$ cat src/rtl/radio_ctrl_pkg.sv
// Constants, codes and carrier types for the radio state control block
package radio_ctrl_pkg;
  localparam int CLOCK_PERIOD_NS = 100;
  localparam int SYM_NS_BPSK20 = 50000;
  localparam int SYM_NS_BPSK40 = 25000;
  localparam int SYM_NS_OQPSK_LOW = 40000;
  localparam int SYM_NS_OQPSK_HIGH = 16000;
  localparam int LEAD_STEP_NS = 2000;
  localparam int RAMP_STEP_NS = 1000;
  localparam logic [9:0] SYM_CYC_BPSK20 = 10'((SYM_NS_BPSK20 + CLOCK_PERIOD_NS - 1) / CLOCK_PERIOD_NS);
  localparam logic [9:0] SYM_CYC_BPSK40 = 10'((SYM_NS_BPSK40 + CLOCK_PERIOD_NS - 1) / CLOCK_PERIOD_NS);
  localparam logic [9:0] SYM_CYC_OQPSK_LOW = 10'((SYM_NS_OQPSK_LOW + CLOCK_PERIOD_NS - 1) / CLOCK_PERIOD_NS);
  localparam logic [9:0] SYM_CYC_OQPSK_HIGH = 10'((SYM_NS_OQPSK_HIGH + CLOCK_PERIOD_NS - 1) / CLOCK_PERIOD_NS);
  localparam logic [9:0] LEAD_STEP_CYC = 10'((LEAD_STEP_NS + CLOCK_PERIOD_NS - 1) / CLOCK_PERIOD_NS);
  localparam logic [3:0] RAMP_STEP_LAST = 4'((RAMP_STEP_NS + CLOCK_PERIOD_NS - 1) / CLOCK_PERIOD_NS - 1);
  // Register word indices, byte address is four times the index
  localparam logic [5:0] IDX_STATE_CODE = 6'h01;
  localparam logic [5:0] IDX_STATE_CTRL = 6'h02;
  localparam logic [5:0] IDX_TX_POWER = 6'h05;
  localparam logic [5:0] IDX_CTRL_TWO = 6'h0c;
  localparam logic [5:0] IDX_SYNC_CTRL = 6'h15;
  localparam logic [5:0] IDX_RF_CTRL = 6'h16;
  localparam logic [7:0] RST_CTRL_TWO = 8'h00;
  localparam logic [7:0] RST_SYNC_CTRL = 8'h00;
  localparam logic [7:0] RST_RF_CTRL = 8'h00;
  localparam logic [7:0] RST_TX_POWER = 8'h00;
  localparam logic [4:0] RST_CMD = 5'h00;
  // Field positions
  localparam int P_SAFE_MODE = 7;
  localparam int P_PHY_MODE = 0;
  localparam int P_SYNC_DIS = 7;
  localparam int P_SYNC_THR = 0;
  localparam int P_LEAD_TIME = 6;
  localparam int P_BOOST = 2;
  localparam int P_GAIN_OFFS = 0;
  localparam int P_GAIN = 5;
  localparam int P_POWER = 0;
  localparam int P_CMD = 0;
  // Commands and state codes
  localparam logic [4:0] CMD_TX_START = 5'h02;
  localparam logic [4:0] CMD_RX_ON = 5'h06;
  localparam logic [4:0] CMD_TRANSCEIVER_OFF_STATE = 5'h08;
  localparam logic [4:0] CMD_PLL_ON = 5'h09;
  localparam logic [4:0] CMD_AACK = 5'h16;
  localparam logic [4:0] CMD_ARET = 5'h19;
  localparam logic [4:0] CODE_BUSY_RX = 5'h01;
  localparam logic [4:0] CODE_BUSY_TX = 5'h02;
  localparam logic [4:0] CODE_RX_ON = 5'h06;
  localparam logic [4:0] CODE_OFF = 5'h08;
  localparam logic [4:0] CODE_PLL_ON = 5'h09;
  localparam logic [4:0] CODE_BUSY_AACK = 5'h11;
  localparam logic [4:0] CODE_BUSY_ARET = 5'h12;
  localparam logic [4:0] CODE_AACK_ON = 5'h16;
  localparam logic [4:0] CODE_ARET_ON = 5'h19;
  localparam logic signed [7:0] TX_MIN_DBM = -8'sd27;
  localparam logic signed [7:0] TX_MAX_DBM = TX_MIN_DBM + 8'sd31;
  typedef enum logic [3:0] {
    S_OFF, S_PLL, S_RX, S_RX_BUSY, S_AACK, S_AACK_BUSY, S_ARET, S_TX_START, S_TX_DATA, S_TX_DOWN
  } state_control_register_t;
  typedef struct packed {
    logic read;
    logic write;
    logic [7:0] address;
    logic [31:0] writedata;
  } avl_req_t;
endpackage : radio_ctrl_pkg

$ cat src/rtl/pin_sync.sv
// Two-stage pin synchroniser with rising edge pulse
`timescale 1ns/100ps
module pin_sync (
  input wire logic clock,
  input wire logic rst_b,
  input wire logic pin,
  output logic level,
  output logic rise
);
  logic meta_reg;
  logic sync_reg;
  logic last_reg;
  always_ff @(posedge clock or negedge rst_b) begin
    if (!rst_b) begin
      meta_reg <= 1'b0;
      sync_reg <= 1'b0;
      last_reg <= 1'b0;
    end else begin
      meta_reg <= pin;
      sync_reg <= meta_reg;
      last_reg <= sync_reg;
    end
  end
  assign level = sync_reg;
  assign rise = sync_reg && !last_reg;
endmodule : pin_sync

$ cat src/rtl/gain_ramp.sv
// Amplifier gain stepper toward a goal, one step per ramp interval
`timescale 1ns/100ps
module gain_ramp (
  input wire logic clock,
  input wire logic rst_b,
  input wire logic raise,
  input wire logic [2:0] target,
  output logic [2:0] gain_reg
);
  logic [3:0] step_reg;
  wire [2:0] goal = raise ? target : 3'h0;
  wire step_due = step_reg == radio_ctrl_pkg::RAMP_STEP_LAST;
  always_ff @(posedge clock or negedge rst_b) begin
    if (!rst_b) begin
      step_reg <= 4'h0;
      gain_reg <= 3'h0;
    end else begin
      if (gain_reg == goal || step_due) begin
        step_reg <= 4'h0;
      end else begin
        step_reg <= step_reg + 4'h1;
      end
      if (step_due && gain_reg < goal) begin
        gain_reg <= gain_reg + 3'h1;
      end else if (step_due && gain_reg > goal) begin
        gain_reg <= gain_reg - 3'h1;
      end
    end
  end
endmodule : gain_ramp

$ cat src/rtl/radio_state_ctrl.sv
// Receive and transmit state control with Avalon-MM register slave
//
// The implementer's own choice: the Avalon-MM slave port.
`timescale 1ns/100ps
// How it works
// [RULE_01] Listen command enters receive from off/idle
// [RULE_02] Auto-ack command enters auto-ack receive from idle
// [RULE_03] Interference level sampled throughout frame decoding
// [RULE_04] Strong interferer restarts sync to new frame
// [RULE_05] Weak signals below threshold never demodulated
// [RULE_06] Safe mode holds listen until frame uploaded
// [RULE_07] Only frames with good FCS get protected
// [RULE_08] Sync disable bit blocks every further header
// [RULE_09] Transmit by command or sleep/transmit pin edge
// [RULE_10] Extended modes launch transmissions automatically; here only auto-ack mode does (the acknowledgement), ARET needs a trigger
// [RULE_11] Data starts one symbol after trigger
// [RULE_12] Amplifier switched on lead time before data
// [RULE_13] Amplifier gain starts zero, ramps to setting
// [RULE_14] Ramp down in reverse order after transmit
// [RULE_15] Trigger moves idle state to transmitting
// [RULE_16] Boost mode turns the equalizer off
// [RULE_17] Power level sets 1 dB steps, -27 dBm floor
// [RULE_18] Symbol period follows selected modulation mode
// [RULE_19] Sync moves listen to receiving and back
// [RULE_20] Commands illegal in current state are ignored
module radio_state_ctrl (
  input wire logic clock,
  input wire logic rst_b,
  input wire radio_ctrl_pkg::avl_req_t avl_req,
  output logic [31:0] avl_readdata,
  output logic avl_waitrequest,
  input wire logic sleep_transmit_pin,
  input wire logic sel_b,
  input wire logic frame_read_active,
  input wire logic sync_found,
  input wire logic [3:0] rssi_level,
  input wire logic [3:0] interference_level,
  input wire logic frame_done,
  input wire logic fcs_valid,
  input wire logic ack_request,
  input wire logic tx_done,
  output logic rx_enable,
  output logic demod_active,
  output logic override_pulse,
  output logic frame_protected,
  output logic tx_blocks_on,
  output logic amp_on,
  output logic [2:0] amp_gain,
  output logic tx_data_en,
  output logic eq_enable,
  output logic signed [7:0] tx_power_dbm,
  output logic [1:0] tx_gain_offset
);
  radio_ctrl_pkg::state_control_register_t state_reg;
  radio_ctrl_pkg::state_control_register_t state_next;
  radio_ctrl_pkg::state_control_register_t ret_reg;
  radio_ctrl_pkg::state_control_register_t ret_next;
  logic [4:0] cmd_reg;
  logic [7:0] ctrl_two_reg;
  logic [7:0] sync_ctrl_reg;
  logic [7:0] rf_ctrl_reg;
  logic [7:0] tx_power_reg;
  logic [9:0] cnt_reg;
  logic [3:0] intf_reg;
  logic [3:0] frame_rssi_reg;
  logic pin_rise;
  logic sel_rise;

  // Bus handshake: one wait cycle, then answer
  wire req = avl_req.read || avl_req.write;
  wire take = req && !avl_waitrequest;
  wire wr_take = take && avl_req.write;
  wire [5:0] idx = avl_req.address[7:2];
  wire [7:0] wdata = avl_req.writedata[7:0];
  wire [4:0] code_now;
  wire [7:0] rd_data =
    (idx == radio_ctrl_pkg::IDX_STATE_CODE) ? {3'h0, code_now} :
    (idx == radio_ctrl_pkg::IDX_STATE_CTRL) ? {3'h0, cmd_reg} :
    (idx == radio_ctrl_pkg::IDX_TX_POWER) ? tx_power_reg :
    (idx == radio_ctrl_pkg::IDX_CTRL_TWO) ? ctrl_two_reg :
    (idx == radio_ctrl_pkg::IDX_SYNC_CTRL) ? sync_ctrl_reg :
    (idx == radio_ctrl_pkg::IDX_RF_CTRL) ? rf_ctrl_reg : 8'h00;

  always_ff @(posedge clock or negedge rst_b) begin
    if (!rst_b) begin
      avl_waitrequest <= 1'b1;
      avl_readdata <= 32'h0000_0000;
    end else begin
      avl_waitrequest <= !(req && avl_waitrequest);
      if (req && avl_waitrequest) begin
        avl_readdata <= {24'h00_0000, rd_data};
      end
    end
  end

  // Configuration registers
  always_ff @(posedge clock or negedge rst_b) begin
    if (!rst_b) begin
      cmd_reg <= radio_ctrl_pkg::RST_CMD;
      ctrl_two_reg <= radio_ctrl_pkg::RST_CTRL_TWO;
      sync_ctrl_reg <= radio_ctrl_pkg::RST_SYNC_CTRL;
      rf_ctrl_reg <= radio_ctrl_pkg::RST_RF_CTRL;
      tx_power_reg <= radio_ctrl_pkg::RST_TX_POWER;
    end else if (wr_take) begin
      if (idx == radio_ctrl_pkg::IDX_STATE_CTRL) cmd_reg <= wdata[radio_ctrl_pkg::P_CMD +: 5];
      if (idx == radio_ctrl_pkg::IDX_CTRL_TWO) ctrl_two_reg <= wdata;
      if (idx == radio_ctrl_pkg::IDX_SYNC_CTRL) sync_ctrl_reg <= wdata;
      if (idx == radio_ctrl_pkg::IDX_RF_CTRL) rf_ctrl_reg <= wdata;
      if (idx == radio_ctrl_pkg::IDX_TX_POWER) tx_power_reg <= wdata;
    end
  end

  wire safe_mode = ctrl_two_reg[radio_ctrl_pkg::P_SAFE_MODE];
  wire [1:0] phy_mode = ctrl_two_reg[radio_ctrl_pkg::P_PHY_MODE +: 2];
  wire sync_dis = sync_ctrl_reg[radio_ctrl_pkg::P_SYNC_DIS];
  wire [3:0] sync_thr = sync_ctrl_reg[radio_ctrl_pkg::P_SYNC_THR +: 4];
  wire [1:0] amp_lt = rf_ctrl_reg[radio_ctrl_pkg::P_LEAD_TIME +: 2];
  wire boost = rf_ctrl_reg[radio_ctrl_pkg::P_BOOST];
  wire [2:0] gain_set = tx_power_reg[radio_ctrl_pkg::P_GAIN +: 3];
  wire [4:0] power_lvl = tx_power_reg[radio_ctrl_pkg::P_POWER +: 5];

  pin_sync u_slp_sync (
    .clock(clock),
    .rst_b(rst_b),
    .pin(sleep_transmit_pin),
    .level(),
    .rise(pin_rise)
  );
  pin_sync u_sel_sync (
    .clock(clock),
    .rst_b(rst_b),
    .pin(sel_b),
    .level(),
    .rise(sel_rise)
  );

  // Command decode
  wire cmd_wr = wr_take && idx == radio_ctrl_pkg::IDX_STATE_CTRL;
  wire [4:0] cmd = wdata[radio_ctrl_pkg::P_CMD +: 5];
  wire st_off = state_reg == radio_ctrl_pkg::S_OFF;
  wire st_pll = state_reg == radio_ctrl_pkg::S_PLL;
  wire st_listen = state_reg == radio_ctrl_pkg::S_RX || state_reg == radio_ctrl_pkg::S_AACK;
  wire st_busy = state_reg == radio_ctrl_pkg::S_RX_BUSY || state_reg == radio_ctrl_pkg::S_AACK_BUSY;
  wire st_aret = state_reg == radio_ctrl_pkg::S_ARET;
  wire st_settled = st_pll || st_listen || st_aret;
  // [RULE_01] [RULE_20] listen command gating
  wire cmd_rx_ok = cmd_wr && cmd == radio_ctrl_pkg::CMD_RX_ON && (st_off || st_pll);
  // [RULE_02] [RULE_20] auto-ack command gating
  wire cmd_aack_ok = cmd_wr && cmd == radio_ctrl_pkg::CMD_AACK && st_pll;
  wire cmd_aret_ok = cmd_wr && cmd == radio_ctrl_pkg::CMD_ARET && st_pll;
  wire cmd_pll_ok = cmd_wr && cmd == radio_ctrl_pkg::CMD_PLL_ON && (st_off || st_listen || st_aret);
  wire cmd_off_ok = cmd_wr && cmd == radio_ctrl_pkg::CMD_TRANSCEIVER_OFF_STATE && st_settled;
  wire cmd_move = cmd_rx_ok || cmd_aack_ok || cmd_aret_ok || cmd_pll_ok || cmd_off_ok;
  // [RULE_09] [RULE_20] command or pin edge, idle or ARET only
  wire tx_req = (cmd_wr && cmd == radio_ctrl_pkg::CMD_TX_START) || pin_rise;
  wire tx_trig_ok = tx_req && (st_pll || st_aret) && !cmd_move;
  // [RULE_10] automatic acknowledgement transmission
  wire auto_ack_tx = state_reg == radio_ctrl_pkg::S_AACK_BUSY && frame_done && fcs_valid && ack_request;

  // [RULE_05] [RULE_08] [RULE_06] sync acceptance
  wire sync_ok = sync_found && rssi_level >= sync_thr && !sync_dis && !frame_protected;
  // [RULE_04] interferer at least as strong as current frame
  wire override_ok = st_busy && !frame_done && sync_ok && intf_reg >= frame_rssi_reg;

  // [RULE_18] symbol length per mode
  wire [9:0] sym_cyc =
    (phy_mode == 2'h0) ? radio_ctrl_pkg::SYM_CYC_BPSK20 :
    (phy_mode == 2'h1) ? radio_ctrl_pkg::SYM_CYC_BPSK40 :
    (phy_mode == 2'h2) ? radio_ctrl_pkg::SYM_CYC_OQPSK_LOW : radio_ctrl_pkg::SYM_CYC_OQPSK_HIGH;
  wire [9:0] sym_last = sym_cyc - 10'h001;
  wire [9:0] lead_cyc = 10'(radio_ctrl_pkg::LEAD_STEP_CYC * ({8'h00, amp_lt} + 10'h001));
  wire st_tx_start = state_reg == radio_ctrl_pkg::S_TX_START;
  wire st_tx_down = state_reg == radio_ctrl_pkg::S_TX_DOWN;
  wire gain_zero = amp_gain == 3'h0;

  always_comb begin
    state_next = state_reg;
    ret_next = ret_reg;
    case (state_reg)
      radio_ctrl_pkg::S_OFF, radio_ctrl_pkg::S_PLL, radio_ctrl_pkg::S_ARET: begin
        if (cmd_rx_ok) state_next = radio_ctrl_pkg::S_RX;
        else if (cmd_aack_ok) state_next = radio_ctrl_pkg::S_AACK;
        else if (cmd_aret_ok) state_next = radio_ctrl_pkg::S_ARET;
        else if (cmd_pll_ok) state_next = radio_ctrl_pkg::S_PLL;
        else if (cmd_off_ok) state_next = radio_ctrl_pkg::S_OFF;
        // [RULE_15] idle to transmitting
        else if (tx_trig_ok) begin
          state_next = radio_ctrl_pkg::S_TX_START;
          ret_next = state_reg;
        end
      end
      radio_ctrl_pkg::S_RX, radio_ctrl_pkg::S_AACK: begin
        if (cmd_pll_ok) state_next = radio_ctrl_pkg::S_PLL;
        else if (cmd_off_ok) state_next = radio_ctrl_pkg::S_OFF;
        // [RULE_19] listen to receiving
        else if (sync_ok) begin
          state_next = (state_reg == radio_ctrl_pkg::S_RX) ?
            radio_ctrl_pkg::S_RX_BUSY : radio_ctrl_pkg::S_AACK_BUSY;
        end
      end
      radio_ctrl_pkg::S_RX_BUSY, radio_ctrl_pkg::S_AACK_BUSY: begin
        // [RULE_10] ack sent after good frame
        if (auto_ack_tx) begin
          state_next = radio_ctrl_pkg::S_TX_START;
          ret_next = radio_ctrl_pkg::S_AACK;
        // [RULE_19] back to listen after frame
        end else if (frame_done) begin
          state_next = (state_reg == radio_ctrl_pkg::S_RX_BUSY) ?
            radio_ctrl_pkg::S_RX : radio_ctrl_pkg::S_AACK;
        end
      end
      radio_ctrl_pkg::S_TX_START: begin
        // [RULE_11] data one symbol after trigger
        if (cnt_reg == sym_last) state_next = radio_ctrl_pkg::S_TX_DATA;
      end
      radio_ctrl_pkg::S_TX_DATA: begin
        if (tx_done) state_next = radio_ctrl_pkg::S_TX_DOWN;
      end
      radio_ctrl_pkg::S_TX_DOWN: begin
        // [RULE_14] blocks off last
        if (!amp_on) state_next = ret_reg;
      end
      default: state_next = radio_ctrl_pkg::S_OFF;
    endcase
  end

  always_ff @(posedge clock or negedge rst_b) begin
    if (!rst_b) begin
      state_reg <= radio_ctrl_pkg::S_OFF;
      ret_reg <= radio_ctrl_pkg::S_PLL;
    end else begin
      state_reg <= state_next;
      ret_reg <= ret_next;
    end
  end

  always_ff @(posedge clock or negedge rst_b) begin
    if (!rst_b) begin
      cnt_reg <= 10'h000;
    end else if (st_tx_start) begin
      cnt_reg <= cnt_reg + 10'h001;
    end else begin
      cnt_reg <= 10'h000;
    end
  end

  // [RULE_03] interference tracked while decoding
  always_ff @(posedge clock or negedge rst_b) begin
    if (!rst_b) begin
      intf_reg <= 4'h0;
      frame_rssi_reg <= 4'h0;
    end else begin
      intf_reg <= st_busy ? interference_level : 4'h0;
      if ((st_listen && sync_ok) || override_ok) frame_rssi_reg <= rssi_level;
    end
  end

  // Receive outputs
  always_ff @(posedge clock or negedge rst_b) begin
    if (!rst_b) begin
      rx_enable <= 1'b0;
      demod_active <= 1'b0;
      override_pulse <= 1'b0;
    end else begin
      rx_enable <= state_next inside {radio_ctrl_pkg::S_RX, radio_ctrl_pkg::S_AACK,
        radio_ctrl_pkg::S_RX_BUSY, radio_ctrl_pkg::S_AACK_BUSY};
      demod_active <= state_next inside {radio_ctrl_pkg::S_RX_BUSY,
        radio_ctrl_pkg::S_AACK_BUSY};
      override_pulse <= override_ok;
    end
  end

  // [RULE_06] [RULE_07] protect good frames until uploaded, set wins
  always_ff @(posedge clock or negedge rst_b) begin
    if (!rst_b) begin
      frame_protected <= 1'b0;
    end else if (st_busy && frame_done && fcs_valid && safe_mode) begin
      frame_protected <= 1'b1;
    end else if ((sel_rise && frame_read_active) || !safe_mode) begin
      frame_protected <= 1'b0;
    end
  end

  // Transmit sequencing
  always_ff @(posedge clock or negedge rst_b) begin
    if (!rst_b) begin
      tx_blocks_on <= 1'b0;
      amp_on <= 1'b0;
      tx_data_en <= 1'b0;
    end else begin
      tx_blocks_on <= state_next inside {radio_ctrl_pkg::S_TX_START,
        radio_ctrl_pkg::S_TX_DATA, radio_ctrl_pkg::S_TX_DOWN};
      tx_data_en <= state_next == radio_ctrl_pkg::S_TX_DATA;
      // [RULE_12] amplifier on ahead of data
      if (st_tx_start && cnt_reg >= sym_cyc - lead_cyc) amp_on <= 1'b1;
      // [RULE_14] amplifier off once gain is down
      else if (st_tx_down && gain_zero) amp_on <= 1'b0;
    end
  end

  // [RULE_13] gain stepped from zero to setting
  gain_ramp u_ramp (
    .clock(clock),
    .rst_b(rst_b),
    .raise(amp_on && !st_tx_down),
    .target(gain_set),
    .gain_reg(amp_gain)
  );

  always_ff @(posedge clock or negedge rst_b) begin
    if (!rst_b) begin
      eq_enable <= 1'b1;
      tx_power_dbm <= radio_ctrl_pkg::TX_MAX_DBM;
      tx_gain_offset <= 2'h0;
    end else begin
      // [RULE_16] equalizer off in boost
      eq_enable <= !boost;
      // [RULE_17] one dB per level step
      tx_power_dbm <= radio_ctrl_pkg::TX_MAX_DBM - $signed({3'h0, power_lvl});
      tx_gain_offset <= rf_ctrl_reg[radio_ctrl_pkg::P_GAIN_OFFS +: 2];
    end
  end

  function automatic logic [4:0] state_code(radio_ctrl_pkg::state_control_register_t s,
                                            radio_ctrl_pkg::state_control_register_t r);
    case (s)
      radio_ctrl_pkg::S_OFF: state_code = radio_ctrl_pkg::CODE_OFF;
      radio_ctrl_pkg::S_PLL: state_code = radio_ctrl_pkg::CODE_PLL_ON;
      radio_ctrl_pkg::S_RX: state_code = radio_ctrl_pkg::CODE_RX_ON;
      radio_ctrl_pkg::S_RX_BUSY: state_code = radio_ctrl_pkg::CODE_BUSY_RX;
      radio_ctrl_pkg::S_AACK: state_code = radio_ctrl_pkg::CODE_AACK_ON;
      radio_ctrl_pkg::S_AACK_BUSY: state_code = radio_ctrl_pkg::CODE_BUSY_AACK;
      radio_ctrl_pkg::S_ARET: state_code = radio_ctrl_pkg::CODE_ARET_ON;
      default: state_code = (r == radio_ctrl_pkg::S_ARET) ? radio_ctrl_pkg::CODE_BUSY_ARET :
        (r == radio_ctrl_pkg::S_AACK) ? radio_ctrl_pkg::CODE_BUSY_AACK :
        radio_ctrl_pkg::CODE_BUSY_TX;
    endcase
  endfunction : state_code

  assign code_now = state_code(state_reg, ret_reg);
endmodule : radio_state_ctrl

$ cat config.mk
export PLATFORM = sky130hd
export DESIGN_NAME = radio_state_ctrl
export DESIGN_NICKNAME = d
export VERILOG_FILES = /design/src/rtl/radio_ctrl_pkg.sv /design/src/rtl/pin_sync.sv /design/src/rtl/gain_ramp.sv /design/src/rtl/radio_state_ctrl.sv
export SDC_FILE = /design/constraint.sdc
export NUM_CORES = 1
export LEC_CHECK = 0
export BUFFER_PORTS_ARGS = -buffer_cell sky130_fd_sc_hd__buf_2
export CAP_MARGIN = 0
export CORE_ASPECT_RATIO = 1.5
export CORE_MARGIN = 8
export CORE_UTILIZATION = 40
export DETAILED_ROUTE_END_ITERATION = 12
export SYNTH_ARGS = -nofsm -noshare
export SYNTH_HDL_FRONTEND = slang
export SYNTH_HIERARCHICAL = 1
export SYNTH_SLANG_ARGS = --single-unit
export TNS_END_PERCENT = 20
$ cat constraint.sdc
create_clock -name clock -period 5.7 [get_ports clock]
set_input_delay 0.855 -clock clock [delete_from_list [all_inputs] [get_ports clock]]
set_output_delay 0.855 -clock clock [all_outputs]
set_load 0.02 [all_outputs]
==> impl_results.md <==
- Maximum VDD drop: 140.9 µV
- Ys Warns: 6
- Post-layout instance area: approximately 0.0064 mm²
- Post-DRT Antenna Nets: 0
- Fin util: 45.79%
- Tot Pwr: about 1.6 mW
- Core Footprint: 0.01399 mm²
- Overall die width: approximately 110 µm
- Post-synth ARST share: 100.0%
- Primary FF master, synth: dfrtp_1
- DP HPWL: about 11000 µm
- First-pass GRT wire length: 22380 µm
- Layout net count: 709
- Fin crit share: 63.29%
- Pin count of the biggest net entering global routing: 73
- Root Buffer: clkbuf_16
- # Post-CTS Setup Buffers: 0
- Minimum clock period: between 3 and 4 ns
- Clock Path Buffers: 2
- I/O pin count: 114
- Post-DR vias/cell: 5.256
- Gpl congestion: between 0.8 and 0.9
- Die H: between 150 and 200 µm
- Area Overhead vs Synth: 12.18%
- CTS tree: yes
- Worst setup margin: 2.092 ns
- Routed WL: 13760 µm
- R2R cell count: 11
- RSZ-0062 raised after global routing: no
- Post-Syn Area: 0.005712 mm²
- Initial antenna violation count: 0
- Worst slew margin: 21.95%
- Worst-case hold slack: 0.3494 ns
- Critical Path AT: 3.88 ns
- Post-DP Area: 0.006116 mm²
- Slew Viols, Final: 0
- Number of synthesized flops with an enable pin: 0
- CTS buffer count: 9
- Mean Syn Cell Area: between 10 and 15 µm²
- Endpoints failing hold: 0
- Placed cell count: between 700 and 800
- H-tree depth: 3
- DR WL/cell: 16.94 µm
- Max-cap violations: 0
- Max Fclk: 277.2 MHz
- Status: completed
- Final Non-Filler Cells: 812
- ANT cells: 0
- Hold Crit Class: flip-flop to flip-flop
- GRT Util Overall: 15.26%
- Pwr Density: 248.9 mW/mm²
- Pre-CTS WS: 2.120 ns
- CP Max Fanout: 17
- Synth unique cells: between 70 and 80
- Worst EP required: 5.97 ns
- Skew final: 0.01157 ns
- Grt total ovfl: 0
- Die Area: approximately 0.018 mm²
- Post-Synthesis Cells: 558
- Share of post-route cells with drive strength above 1: 23.23%
- Setup_tns: 0 ns
- Yosys reg bits: 101
- TritonCTS Sinks: 101
- Max reg flops: 10
- Drt first pass iters: 5
- Post_cts resized: 0
- Clk Latency, worst-skew pair: 0.35 ns
- Vias: 4268
- Starting Density: 40.82%
- Crit path kind: flip-flop to flip-flop
- DRT iter0 DRCs: 230
- Final setup vio count: 0
- Drt drc: 0
- Critical path launch point type: flip-flop
- Slew at the pin closest to its max-slew limit: between 1 and 1.5 ns
- Hold depth: 0
- Cell Rows: 53
- Synth area leaders: dfrtp_1 42%, mux2_2 7.3%, ha_1 7.0%
- IO buf count: 63
- Register area share after synthesis: between 40% and 50%
- Synth area leader: dfrtp_1
- Post-CTS Hold Fix Bufs: 0
- Worst setup EP type: flip-flop
- Clock slew at reported path FFs: 0.07 ns
- Lkg Pwr: about 3.1 nW
- Number of global-route vias before repair: 4393
- Post-synth top area share: 42.50%
## cell usage after synthesis (5+ instances only)
cell type and count:
a21o_1 6, a21oi_1 20, a22oi_1 8, a31oi_1 6, and2_1 6, and3_1 8
buf_4 26, clkbuf_1 15, dfrtp_1 97, ha_1 32, inv_1 35, mux2_2 37
nand2_1 52, nand2b_1 9, nand3_1 12, nand3b_1 5, nor2_1 35, nor2b_1 8
nor3_1 7, o21ai_0 21, xnor2_1 14, xor2_1 8
## layout make-up
| type | instances | area, µm² |
|---|---|---|
| sequential | 101 | 2532 |
| multi-input combinational | 402 | 2875 |
| timing repair buffer | 65 | 332.8 |
| inverter | 36 | 135.1 |
| tap | 192 | 240.2 |
| clock buffer | 10 | 239.0 |
| fill | 1335 | 7585 |
| clock inverter | 6 | 52.55 |
## critical path, cell delays in order, from the launching register on
cell and delay (ns):
dfrtp_1 0.59, nor2_1 0.57, nand3_1 0.24, and2_1 0.25, nand2_1 0.07, ha_1 0.25
a21oi_1 0.22, nand3_1 0.12, fa_1 0.38, or4b_1 0.50, mux2i_1 0.18, xor2_1 0.16
## logic make-up (layout without fill, tap and decap cells)
kind of cell	count (synthesis)	in the layout	synth area share (%)
other	1	24	0.06565
XOR/XNOR	22	22	3.374
flip-flops	101	101	44.34
AO/OA/AOI/OAI	101	101	12.29
AND/OR/NAND/NOR	182	182	17.74
multiplexers	39	39	7.645
buffers and inverters	78	117	6.835
adder cells (fa/ha/maj)	34	34	7.711
## power breakdown
part / switching, mW / internal (mW) / total, mW
Sequential: 0.0279 / 0.753 / 0.781
Clock: 0.288 / 0.317 / 0.604
Combinational: 0.127 / 0.0818 / 0.209
Total: 0.443 / 1.15 / 1.59
## path summary, 6_finish.rpt
path | slack [ns] | endpoint | startpoint
min in group asynchronous | 0.42 | u_ramp/step_reg[2]$_DFF_PN0_ | rst_b
worst min-delay path | 0.35 | u_slp_sync/level$_DFF_PN0_ | u_slp_sync/meta_reg$_DFF_PN0_
max in group asynchronous | 4.04 | frame_rssi_reg[1]$_DFFE_PN0P_ | rst_b
worst min register to register | 0.35 | u_slp_sync/level$_DFF_PN0_ | u_slp_sync/meta_reg$_DFF_PN0_
worst max register to register | 2.09 | u_ramp/gain_reg[2]$_DFFE_PN0P_ | state_reg[2]$_DFF_PN0_
worst max-delay path | 2.09 | u_ramp/gain_reg[2]$_DFFE_PN0P_ | state_reg[2]$_DFF_PN0_
## cells in the final DEF (no fill, tap or decap), types with 4 or more instances in the layout
cell type	instances
dfrtp_1	97
buf_2	62
nand2_1	52
mux2_2	37
inv_1	35
nor2_1	35
ha_1	32
conb_1	24
o21ai_0	21
a21oi_1	20
xnor2_1	14
nand3_1	12
nand2b_1	9
clkbuf_16	9
nor2b_1	8
and3_1	8
xor2_1	8
a22oi_1	8
nor3_1	7
a31oi_1	6
and2_1	6
a21o_1	6
nand3b_1	5
nor3b_1	4
a211oi_1	4
dfstp_2	4
## routing by layer
metal / routed length (µm) / GRT usage (%) / share of wire, % / vias to the layer above
met1: 5490 / 16.75 / 40 / 2116
met3: 581 / 2.932 / 4.2 / 22
met2: 7228 / 27.35 / 53 / 107
met5: 0 / 0 / 0 / -
li1: - / - / - / 2023
met4: 456 / 7.603 / 3.3 / 0
Power figures use the tool's default switching activity.
